--- config.mk ---
export PLATFORM = sky130hd
export DESIGN_NAME = smc_top
export DESIGN_NICKNAME = d
export VERILOG_FILES = /design/src/rtl/smc_top.v
export VERILOG_INCLUDE_DIRS = /design/src /design/src/rtl
export SDC_FILE = /design/constraint.sdc
export NUM_CORES = 1
export LEC_CHECK = 0
export BUFFER_PORTS_ARGS = -buffer_cell sky130_fd_sc_hd__buf_4
export CAP_MARGIN = 20
export CELL_PAD_IN_SITES_DETAIL_PLACEMENT = 0
export CELL_PAD_IN_SITES_GLOBAL_PLACEMENT = 1
export CORE_MARGIN = 2
export CORE_UTILIZATION = 49
export CTS_CLUSTER_SIZE = 20
export DETAILED_ROUTE_END_ITERATION = 8
export GPL_TIMING_DRIVEN = 1
export PLACE_DENSITY = 0.9
export SLEW_MARGIN = 40
export SYNTH_ARGS = -nofsm -noshare
export SYNTH_HDL_FRONTEND = slang
export SYNTH_SLANG_ARGS = --single-unit
--- constraint.sdc ---
create_clock -name CLK_I -period 3.85 [get_ports CLK_I]
set_input_delay 0.1925 -clock CLK_I [delete_from_list [all_inputs] [get_ports CLK_I]]
set_output_delay 0.1925 -clock CLK_I [all_outputs]
set_load 0.02 [all_outputs]
--- src/rtl/smc_regs.vh ---
// Purpose: Register map, field positions, reset values and timing counts of the serial channel.
// Assumes: 32-bit register bus with byte addresses and one aligned word per register.
// Notes: Included by the channel module only.
`ifndef SMC_REGS_VH
`define SMC_REGS_VH

// Register byte offsets.
`define SMC_OFF_MODE_ONE 12'h000
`define SMC_OFF_MODE_TWO 12'h004
`define SMC_OFF_CONFIG 12'h008
`define SMC_OFF_TX_DATA 12'h00c
`define SMC_OFF_RX_DATA 12'h010

// Fields of mode_control_one.
`define SMC_M1_IDLE_RUN 7
`define SMC_M1_DIR_HI 6
`define SMC_M1_DIR_LO 5
`define SMC_M1_TXE 4
`define SMC_M1_GAP_HI 3
`define SMC_M1_GAP_LO 1

// Fields of mode_control_two.
`define SMC_M2_TBEMP 7
`define SMC_M2_RX_BUFFER_FULL_FLAG 6
`define SMC_M2_TXRUN 5
`define SMC_M2_STOP2 4
`define SMC_M2_MSB_FIRST 3
`define SMC_M2_DOUBLE_BUFFER_ENABLE 2

// Fields of the configuration register.
`define SMC_CF_FIFO_EN 4
`define SMC_CF_FMT_HI 3
`define SMC_CF_FMT_LO 2
`define SMC_CF_RXE 1
`define SMC_CF_CLK_OUT 0

// Reset values.
`define SMC_RST_MODE_ONE 8'h00
`define SMC_RST_MODE_TWO 8'h80
`define SMC_RST_CONFIG 8'h00

// Transfer format codes.
`define SMC_FMT_CLOCKED 2'h0
`define SMC_FMT_UART7 2'h1
`define SMC_FMT_UART8 2'h2

// Timing counts in system clock cycles, and the clocked transfer length in bits.
`define SMC_SCLK_HALF 4
`define SMC_BAUD_DIV 16
`define SMC_CLOCKED_BITS 4'h8

`endif

--- src/rtl/smc_top.v ---
// Purpose: Mode control, status flags and serial engine of a clocked-serial or UART channel.
// Assumes: CLK_I at 20 MHz; SCLK_I and RXD_I are asynchronous; IDLE_I and CE_I are on CLK_I.
// Notes: Only a single transmit hold buffer exists; no FIFO storage is built here.
// What this block does
// - The idle-run bit lets the channel keep working (1) or freezes it (0) in IDLE.
// - In clocked mode the direction field allows none, receive, transmit or both.
// - With the FIFO on the direction field also shapes it; in UART it limits nothing.
// - The transmit-enable bit gates every transmission in every format.
// - The gap field inserts 0, 1, 2, 4, 8, 16 or 64 serial clocks between transfers.
// - The gap acts only in clocked mode while the device drives the serial clock.
// - The gap acts only on continuous sending with double buffering or FIFO on.
// - The transmit-buffer-empty flag reads 0 when the buffer is full, 1 when empty.
// - Moving buffered data into the shift register sets transmit-buffer-empty.
// - A software write of transmit data clears transmit-buffer-empty.
// - The receive-buffer-full flag reads 0 when empty and 1 when holding data.
// - A finished receive sets receive-buffer-full and a read of the flag clears it.
// - Transmit-active and buffer-empty together show running, done or waiting.
// - The format field picks clocked mode or 7-, 8- or 9-bit UART.
`timescale 1ns/1ps
`default_nettype none
`include "smc_regs.vh"
module smc_top #(
  parameter SCLK_HALF = `SMC_SCLK_HALF,
  parameter BAUD_DIV = `SMC_BAUD_DIV
) (
  input wire CLK_I,
  input wire RSTN_I,
  input wire CE_I,
  input wire IDLE_I,
  input wire PSEL_I,
  input wire PENABLE_I,
  input wire PWRITE_I,
  input wire [11:0] PADDR_I,
  input wire [31:0] PWDATA_I,
  output reg [31:0] PRDATA_O,
  output wire PREADY_O,
  output wire PSLVERR_O,
  input wire RXD_I,
  output reg TXD_O,
  input wire SCLK_I,
  output reg SCLK_O,
  output wire SCLK_OE_O,
  output wire [1:0] FIFO_CFG_O
);
  // State codes of the transmit engine and of the UART receiver.
  localparam T_IDLE = 2'h0, T_SHIFT = 2'h1, T_GAP = 2'h2;
  localparam R_IDLE = 1'b0, R_RUN = 1'b1;
  // Control and status storage.
  reg [7:0] mode_one, mode_two, config_reg;
  reg [8:0] tx_hold, rx_buf;
  reg hold_full, rx_buffer_full_flag;
  // Engine storage.
  reg [1:0] tx_state;
  reg tx_loaded, r_state;
  reg [11:0] tx_shift;
  reg [3:0] bit_cnt, r_bits;
  reg [15:0] div_cnt, gap_cnt, r_cnt;
  reg [7:0] rx_shift;
  reg [10:0] r_frame;
  // Three-stage synchronisers; stage one is read only by stage two.
  reg [2:0] sclk_sync, rxd_sync;
  // Decoded controls.
  wire [1:0] fmt = config_reg[`SMC_CF_FMT_HI:`SMC_CF_FMT_LO];
  wire clocked = (fmt == `SMC_FMT_CLOCKED);
  wire clk_out = config_reg[`SMC_CF_CLK_OUT];
  wire [1:0] dir = mode_one[`SMC_M1_DIR_HI:`SMC_M1_DIR_LO];
  wire transmit_enable = mode_one[`SMC_M1_TXE];
  wire receive_enable = config_reg[`SMC_CF_RXE];
  wire msb_first = mode_two[`SMC_M2_MSB_FIRST];
  wire double_buffer_enable = mode_two[`SMC_M2_DOUBLE_BUFFER_ENABLE];
  wire active = CE_I & (~IDLE_I | mode_one[`SMC_M1_IDLE_RUN]);
  wire tx_ok = transmit_enable & (~clocked | dir[1]);
  wire rx_ok = receive_enable & (~clocked | dir[0]);
  wire txrun = (tx_state == T_SHIFT) & tx_loaded;
  wire gap_used = clocked & clk_out & (double_buffer_enable | config_reg[`SMC_CF_FIFO_EN]);
  // Edges of the external serial clock, read only from the second and third stages.
  wire ext_rise = sclk_sync[1] & ~sclk_sync[2];
  wire ext_fall = ~sclk_sync[1] & sclk_sync[2];
  wire rxd_s2 = rxd_sync[1];
  wire rxd_s3 = rxd_sync[2];
  wire div_end = (div_cnt == SCLK_HALF - 1);
  wire gen_rise = clk_out & (tx_state == T_SHIFT) & div_end & ~SCLK_O;
  wire gen_fall = clk_out & (tx_state == T_SHIFT) & div_end & SCLK_O;
  wire s_rise = clk_out ? gen_rise : ext_rise;
  wire s_fall = clk_out ? gen_fall : ext_fall;
  wire baud_end = (div_cnt == BAUD_DIV - 1);
  // Bus decode; every access completes in its first access cycle.
  wire acc = PSEL_I & PENABLE_I;
  wire wr = acc & PWRITE_I;
  wire rd = acc & ~PWRITE_I;
  wire hit_m1 = (PADDR_I == `SMC_OFF_MODE_ONE);
  wire hit_m2 = (PADDR_I == `SMC_OFF_MODE_TWO);
  wire hit_cf = (PADDR_I == `SMC_OFF_CONFIG);
  wire hit_tx = (PADDR_I == `SMC_OFF_TX_DATA);
  wire hit_rx = (PADDR_I == `SMC_OFF_RX_DATA);
  wire mapped = hit_m1 | hit_m2 | hit_cf | hit_tx | hit_rx;
  wire [7:0] m2_view = {~hold_full, rx_buffer_full_flag, txrun, mode_two[4:2], 2'h0};
  // Bus answer, pin drive and the FIFO arrangement outputs.
  assign PREADY_O = 1'b1;
  assign PSLVERR_O = acc & ~mapped;
  assign SCLK_OE_O = clocked & clk_out;
  assign FIFO_CFG_O = config_reg[`SMC_CF_FIFO_EN] ? dir : 2'h0;
  // Reverses a byte for most-significant-bit-first clocked transfers.
  function [7:0] flip8;
    input [7:0] d;
    integer i;
    begin
      for (i = 0; i < 8; i = i + 1)
        flip8[i] = d[7 - i];
    end
  endfunction
  // Serial clock periods for a gap code: 0, 1, 2, 4, 8, 16 or 64; reserved 110 gives none.
  function [6:0] gap_periods;
    input [2:0] code;
    begin
      gap_periods = (code == 3'h0 || code == 3'h6) ? 7'h00 :
                    (code == 3'h7) ? 7'h40 : 7'h01 << (code - 3'h1);
    end
  endfunction
  // Number of line bits in a transfer: clocked byte, or start, data and stop bits.
  function [3:0] frame_bits;
    input [1:0] f;
    input stop2;
    begin
      frame_bits = (f == 2'h0) ? `SMC_CLOCKED_BITS : 4'h8 + {2'h0, f} + {3'h0, stop2};
    end
  endfunction
  // Synchronisers for the serial clock and receive data pins; both rest high.
  always @(posedge CLK_I or negedge RSTN_I)
  begin
    if (!RSTN_I)
    begin
      sclk_sync <= 3'h7;
      rxd_sync <= 3'h7;
    end
    else if (CE_I)
    begin
      sclk_sync <= {sclk_sync[1:0], SCLK_I};
      rxd_sync <= {rxd_sync[1:0], RXD_I};
    end
  end
  // Register writes and the hold buffer flag.
  always @(posedge CLK_I or negedge RSTN_I)
  begin
    if (!RSTN_I)
    begin
      mode_one <= `SMC_RST_MODE_ONE;
      mode_two <= `SMC_RST_MODE_TWO;
      config_reg <= `SMC_RST_CONFIG;
      tx_hold <= 9'h000;
      hold_full <= 1'b0;
    end
    else if (CE_I)
    begin
      if (wr && hit_m1)
        mode_one <= {PWDATA_I[7:1], 1'b0};
      if (wr && hit_m2)
        mode_two <= {3'h0, PWDATA_I[4:2], 2'h0};
      if (wr && hit_cf)
        config_reg <= {3'h0, PWDATA_I[4:0]};
      if (wr && hit_tx)
      begin
        tx_hold <= PWDATA_I[8:0];
        hold_full <= 1'b1;
      end
      else if (active && tx_state == T_IDLE && tx_ok && hold_full)
        hold_full <= 1'b0;
    end
  end
  // Read data mux; the upper bits of each word read as zero.
  always @(posedge CLK_I or negedge RSTN_I)
  begin
    if (!RSTN_I)
      PRDATA_O <= 32'h00000000;
    else if (CE_I && PSEL_I && !PENABLE_I && !PWRITE_I)
    begin
      if (hit_m1)
        PRDATA_O <= {24'h000000, mode_one};
      else if (hit_m2)
        PRDATA_O <= {24'h000000, m2_view};
      else if (hit_cf)
        PRDATA_O <= {24'h000000, config_reg};
      else if (hit_rx)
        PRDATA_O <= {23'h000000, rx_buf};
      else
        PRDATA_O <= 32'h00000000;
    end
  end
  // Transmit engine shared by both formats; the clocked receiver rides on its clock.
  always @(posedge CLK_I or negedge RSTN_I)
  begin
    if (!RSTN_I)
    begin
      tx_state <= T_IDLE;
      tx_loaded <= 1'b0;
      tx_shift <= 12'hfff;
      bit_cnt <= 4'h0;
      div_cnt <= 16'h0000;
      gap_cnt <= 16'h0000;
      rx_shift <= 8'h00;
      TXD_O <= 1'b1;
      SCLK_O <= 1'b1;
    end
    else if (active)
    begin
      case (tx_state)
        T_IDLE:
        begin
          div_cnt <= 16'h0000;
          SCLK_O <= 1'b1;
          bit_cnt <= frame_bits(fmt, mode_two[`SMC_M2_STOP2]);
          if (tx_ok && hold_full)
          begin
            tx_state <= T_SHIFT;
            tx_loaded <= 1'b1;
            if (clocked)
            begin
              tx_shift <= {4'hf, msb_first ? flip8(tx_hold[7:0]) : tx_hold[7:0]};
              TXD_O <= msb_first ? tx_hold[7] : tx_hold[0];
            end
            else
            begin
              // Bits above the character width are forced high so they act as stop bits.
              tx_shift <= {2'h3, tx_hold | (9'h1ff << (4'h6 + {2'h0, fmt})), 1'b0};
              TXD_O <= 1'b0;
            end
          end
          else if (clocked && rx_ok && !rx_buffer_full_flag)
          begin
            tx_state <= T_SHIFT; // Receive-only transfer, line held high.
            tx_loaded <= 1'b0;
            tx_shift <= 12'hfff;
          end
        end
        T_SHIFT:
        begin
          if (clocked)
          begin
            div_cnt <= div_end ? 16'h0000 : div_cnt + 16'h0001;
            if (gen_rise || gen_fall)
              SCLK_O <= ~SCLK_O;
            if (s_fall && bit_cnt != `SMC_CLOCKED_BITS)
            begin
              tx_shift <= {1'b1, tx_shift[11:1]};
              TXD_O <= tx_shift[1] | ~tx_loaded;
            end
            if (s_rise)
            begin
              rx_shift <= {rxd_s2, rx_shift[7:1]};
              bit_cnt <= bit_cnt - 4'h1;
              if (bit_cnt == 4'h1)
              begin
                tx_loaded <= 1'b0;
                TXD_O <= 1'b1;
                div_cnt <= 16'h0000;
                gap_cnt <= {3'h0, gap_periods(mode_one[`SMC_M1_GAP_HI:`SMC_M1_GAP_LO]), 6'h00};
                if (gap_used && hold_full && tx_ok &&
                    gap_periods(mode_one[`SMC_M1_GAP_HI:`SMC_M1_GAP_LO]) != 7'h00)
                  tx_state <= T_GAP;
                else
                  tx_state <= T_IDLE;
              end
            end
          end
          else
          begin
            div_cnt <= baud_end ? 16'h0000 : div_cnt + 16'h0001;
            if (baud_end)
            begin
              bit_cnt <= bit_cnt - 4'h1;
              tx_shift <= {1'b1, tx_shift[11:1]};
              if (bit_cnt == 4'h1)
              begin
                tx_state <= T_IDLE;
                tx_loaded <= 1'b0;
                TXD_O <= 1'b1;
              end
              else
                TXD_O <= tx_shift[1];
            end
          end
        end
        T_GAP:
        begin
          // Each gap unit counts one serial clock period of two half periods.
          if (div_cnt == 2 * SCLK_HALF - 1)
          begin
            div_cnt <= 16'h0000;
            gap_cnt <= gap_cnt - 16'h0040;
            if (gap_cnt == 16'h0040)
              tx_state <= T_IDLE;
          end
          else
            div_cnt <= div_cnt + 16'h0001;
        end
        default: tx_state <= T_IDLE;
      endcase
    end
  end
  // UART receiver: centre-samples start, data and stop bits.
  always @(posedge CLK_I or negedge RSTN_I)
  begin
    if (!RSTN_I)
    begin
      r_state <= R_IDLE;
      r_cnt <= 16'h0000;
      r_bits <= 4'h0;
      r_frame <= 11'h000;
    end
    else if (active)
    begin
      case (r_state)
        R_IDLE:
        begin
          r_cnt <= 16'h0000;
          r_bits <= frame_bits(fmt, 1'b0);
          if (!clocked && rx_ok && !rxd_s2 && rxd_s3)
            r_state <= R_RUN;
        end
        R_RUN:
        begin
          if (r_cnt == ((r_bits == frame_bits(fmt, 1'b0)) ? BAUD_DIV / 2 - 1 : BAUD_DIV - 1))
          begin
            r_cnt <= 16'h0000;
            r_frame <= {rxd_s2, r_frame[10:1]};
            r_bits <= r_bits - 4'h1;
            if (r_bits == frame_bits(fmt, 1'b0) && rxd_s2)
              r_state <= R_IDLE; // False start.
            else if (r_bits == 4'h1)
              r_state <= R_IDLE;
          end
          else
            r_cnt <= r_cnt + 16'h0001;
        end
        default: r_state <= R_IDLE;
      endcase
    end
  end
  // Receive buffer and its full flag; a new character wins over a clearing read.
  wire clk_rx_done = clocked & (tx_state == T_SHIFT) & s_rise & (bit_cnt == 4'h1) & rx_ok;
  wire uart_rx_done = (r_state == R_RUN) & (r_bits == 4'h1) & (r_cnt == BAUD_DIV - 1);
  always @(posedge CLK_I or negedge RSTN_I)
  begin
    if (!RSTN_I)
    begin
      rx_buf <= 9'h000;
      rx_buffer_full_flag <= 1'b0;
    end
    else if (CE_I)
    begin
      if (active && clk_rx_done)
      begin
        rx_buf <= {1'b0, msb_first ? flip8({rxd_s2, rx_shift[7:1]}) : {rxd_s2, rx_shift[7:1]}};
        rx_buffer_full_flag <= 1'b1;
      end
      else if (active && uart_rx_done)
      begin
        // The stop bit is not yet shifted in; narrower characters sit higher in the frame.
        rx_buf <= r_frame[10:2] >> (2'h3 - fmt);
        rx_buffer_full_flag <= 1'b1;
      end
      else if (rd && hit_m2)
        rx_buffer_full_flag <= 1'b0;
    end
  end

endmodule // smc_top

`default_nettype wire

==> summary.txt <==
==================================================================================================
Detailed-routing iteration count for the pre-antenna-repair pass                                 5
Combined area of all synthesized cells                                                    7520 um2
Pwr Density                                                                             415 nW/um2
Critical path fanouts, max                                                                      18
H-Tree Depth                                                                                     4
Dominant register cell in the synthesized netlist                                          dfrtp_1
Post-cts gate resize count                                                                       0
Tot Pwr                                                                                    3.55 mW
Max stage delay on crit path                                                               0.58 ns
Final worst-path cycle share                                                                 79.4%
Worst slew margin                                                                            51.1%
Slowest stage cell, crit path                                                                 ha_1
Total grt overflow                                                                               0
Most common library cell in the layout ignoring fill and taps                              dfrtp_1
Required time at the endpoint of the critical path                                         4.17 ns
Synthesized instance count                                                                     754
Path category of the worst min-delay check                                               in -> reg
Number of warnings reported in the yosys synthesis log                                           0
Count of final hold-check violations                                                             0
Synth area leaders                                                                    dfrtp_1, mux2_2, dfstp_2, nor2_1, mux2i_1
Library cell with the largest summed area after synthesis                                  dfrtp_1
Max-slew violation count                                                                         0
Clock latency on the worst-skew pair                                                       0.43 ns
Average size of a mapped cell                                                             9.98 um2
Maximum number of pins on one net before global-route repair                                    57
FP Rows                                                                                         45
Count of buffers added by post-CTS timing repair for setup                                       0
Register bit count reported by yosys                                                           131
Worst-margin pin slew                                                                     0.727 ns
Register Area                                                                             3300 um2
Post-route DRC violation count                                                                   0
N_diodes                                                                                         0
Most frequent cells in the layout                                                     dfrtp_1, nor2_1, mux2_2, nand2_1, buf_4
Kind of end point of the critical path                                                        flop
Quantity of hold-fixing buffers added after cts                                                  4
Peak supply drop                                                                          0.345 mV
Final setup violation count                                                                      0
Sequential fraction of the synthesis area                                                    43.9%
Most frequent CP cell                                                                       nor2_1
Sum of net half-perimeters after detailed placement                                       12200 um
Setup TNS                                                                                     0 ns
Number of distinct library cell variants in the gate-level netlist after synthesis              73
Total Wirelength                                                                          17500 um
Layout overhead on the synthesized area                                                      14.0%
Buffer type at the clock tree root                                                       clkbuf_16
Share of post-route cells with drive strength above 1                                        23.0%
Maximum clock rate                                                                       0.327 GHz
Instance area at placement                                                                7870 um2
Crit start category                                                                           flop
TritonCTS Buffers                                                                               17
LEAKAGE                                                                                    3.83 nW
Die Outline Area                                                                         16400 um2
Number of synthesized flops with an enable pin                                                   0
Horizontal extent of the die                                                                128 um
Post-layout min period                                                                     3.06 ns
Buffers added on ports                                                                          44
Post-DRT Antenna Nets                                                                            0
Die Y                                                                                       128 um
CTS tree                                                                                     built
Global placement routability congestion                                                      0.865
Register-to-register setup slack                                                           0.79 ns
Number of top-level design ports                                                                92
Fillers                                                                                       1282
Average detailed-routed wire length per instance                                           17.6 um
Number of antenna violations at the first check in global routing                                0
Maximum number of buffers from clock root to sink                                                2
Finished Cell Area                                                                        8580 um2
Area share of the largest cell type after synthesis                                          37.9%
Sink Count                                                                                     131
Async SR Flop Fraction                                                                        100%
Post-place setup slack                                                                    0.860 ns
Largest registers ranked by flip-flop count                                           div_cnt: 16 flops, r_cnt: 16 flops, gap_cnt: 10 flops
Signal arrival time at the worst endpoint                                                  3.38 ns
Crit path setup slack, layout                                                             0.792 ns
Gr usage total                                                                               22.7%
Final nets                                                                                     857
Total via count in the routed design                                                          5861
Starting density of the core                                                                 49.9%
Multi-input gate area                                                                     3860 um2
Final clock skew                                                                        0.00855 ns
Crit path cell chain                                                                  inv_1 -> ha_1 -> clkinv_1 -> a41oi_1 -> nor2_1 -> a21boi_1 -> nor2_1 -> a211oi_1
Outcome                                                                               finished, final reports clean
Clock transition time at the flip-flop clock pins of the worst setup and hold paths        0.06 ns
Core region area                                                                         15100 um2
Kind of critical path                                                                   reg -> reg
Number of global-route vias before repair                                                     5919
Max_cap viols                                                                                    0
First-pass GRT wire length                                                                29500 um
Drt via density                                                                               5.91
RSZ-0062 raised after global routing                                                            no
Number of DRC violations after detailed-routing iteration 0                                    423
==================================================================================================
kinds of logic (layout without fill, tap and decap cells):
family	Yosys count	after routing	synth area share, %
XOR/XNOR	29	29	3.38
multiplexers	91	91	13.6
adder cells (fa/ha/maj)	14	14	2.33
flip-flops	131	131	43.9
AO/OA/AOI/OAI	140	140	12.1
buffers and inverters	87	114	6.07
other	2	24	0.0998
AND/OR/NAND/NOR	260	260	18.6
worst max-delay path: cells and delay by family (launching register included):
kind,cells,cell delay (ns)
buffers and inverters,2,0.55
AOI/OAI and AO/OA,3,1.05
adders and majority gates,1,0.58
DFF,1,0.40
and+or+nand+nor,2,0.37
path summary, 6_finish.rpt:
kind	startpoint	to	cells after the start
min	RXD_I	rxd_sync[0]	2
max reg2reg	tx_state[0]	div_cnt[6]	8
max in group asynchronous	RSTN_I	mode_two[3]	3
min reg2reg	PRDATA_O[4]	PRDATA_O[4]	2
max	tx_state[0]	div_cnt[6]	8
min in group asynchronous	RSTN_I	div_cnt[11]	2
synth_stat cells (4+ instances only):
cell and count:
ha_1 14, and4_1 4, inv_1 26, nand2_1 54, mux2_2 67, a221oi_1 4
a211oi_1 4, nor4_1 8, nor2_1 78, nand2b_1 7, nor2b_1 4, dfrtp_1 114
nand4_1 9, xnor2_1 11, or3_1 5, a21oi_1 38, buf_6 4, xor2_1 18
buf_4 24, o21ai_0 39, and3_1 11, a31oi_1 9, buf_2 8, a2bb2oi_1 8
clkbuf_1 23, o31ai_1 7, or4_1 4, nand3_1 23, dfstp_2 17, nor3_1 19
a41oi_1 4, mux2i_1 21
area by class of cell:
type,count,area share [%]
Clock buffer,23,5.57
Clock inverter,9,2.06
Inverter,27,1.18
Multi-Input combinational cell,558,45.0
Sequential cell,131,38.5
Tap cell,188,2.74
Timing Repair Buffer,55,4.93
power breakdown:
| group | internal, mW | leakage (nW) | total, mW | switching, mW |
|---|---|---|---|---|
| combinational | 0.106 | 1.82 | 0.259 | 0.153 |
| clock | 1.20 | 0.317 | 1.80 | 0.600 |
| sequential | 1.43 | 1.70 | 1.50 | 0.0638 |
| total | 2.74 | 3.83 | 3.55 | 0.817 |
metrics by stage:
step | std cells | hold slack (ns) | utilization, %
6_report | 991 | 0.0105 | 56.8
5_1_grt | 991 | 0.00669 | 56.8
4_1_cts | 991 | 0.00305 | 56.8
3_5_place_dp | 955 | 0.284 | 52.2
3_3_place_gp | 955 | 0.288 | 52.1
2_1_floorplan | 776 | -0.103 | -
layer usage:
| metal | up-vias | GRT usage (%) | part of all wire, % |
|---|---|---|---|
| li1 | 2752 | - | - |
| met1 | 2894 | 29.5 | 44 |
| met2 | 179 | 37.4 | 49 |
| met3 | 36 | 5.59 | 5.3 |
| met4 | 0 | 7.37 | 2.1 |
| met5 | - | 0 | 0 |
Power figures use the tool's default switching activity.
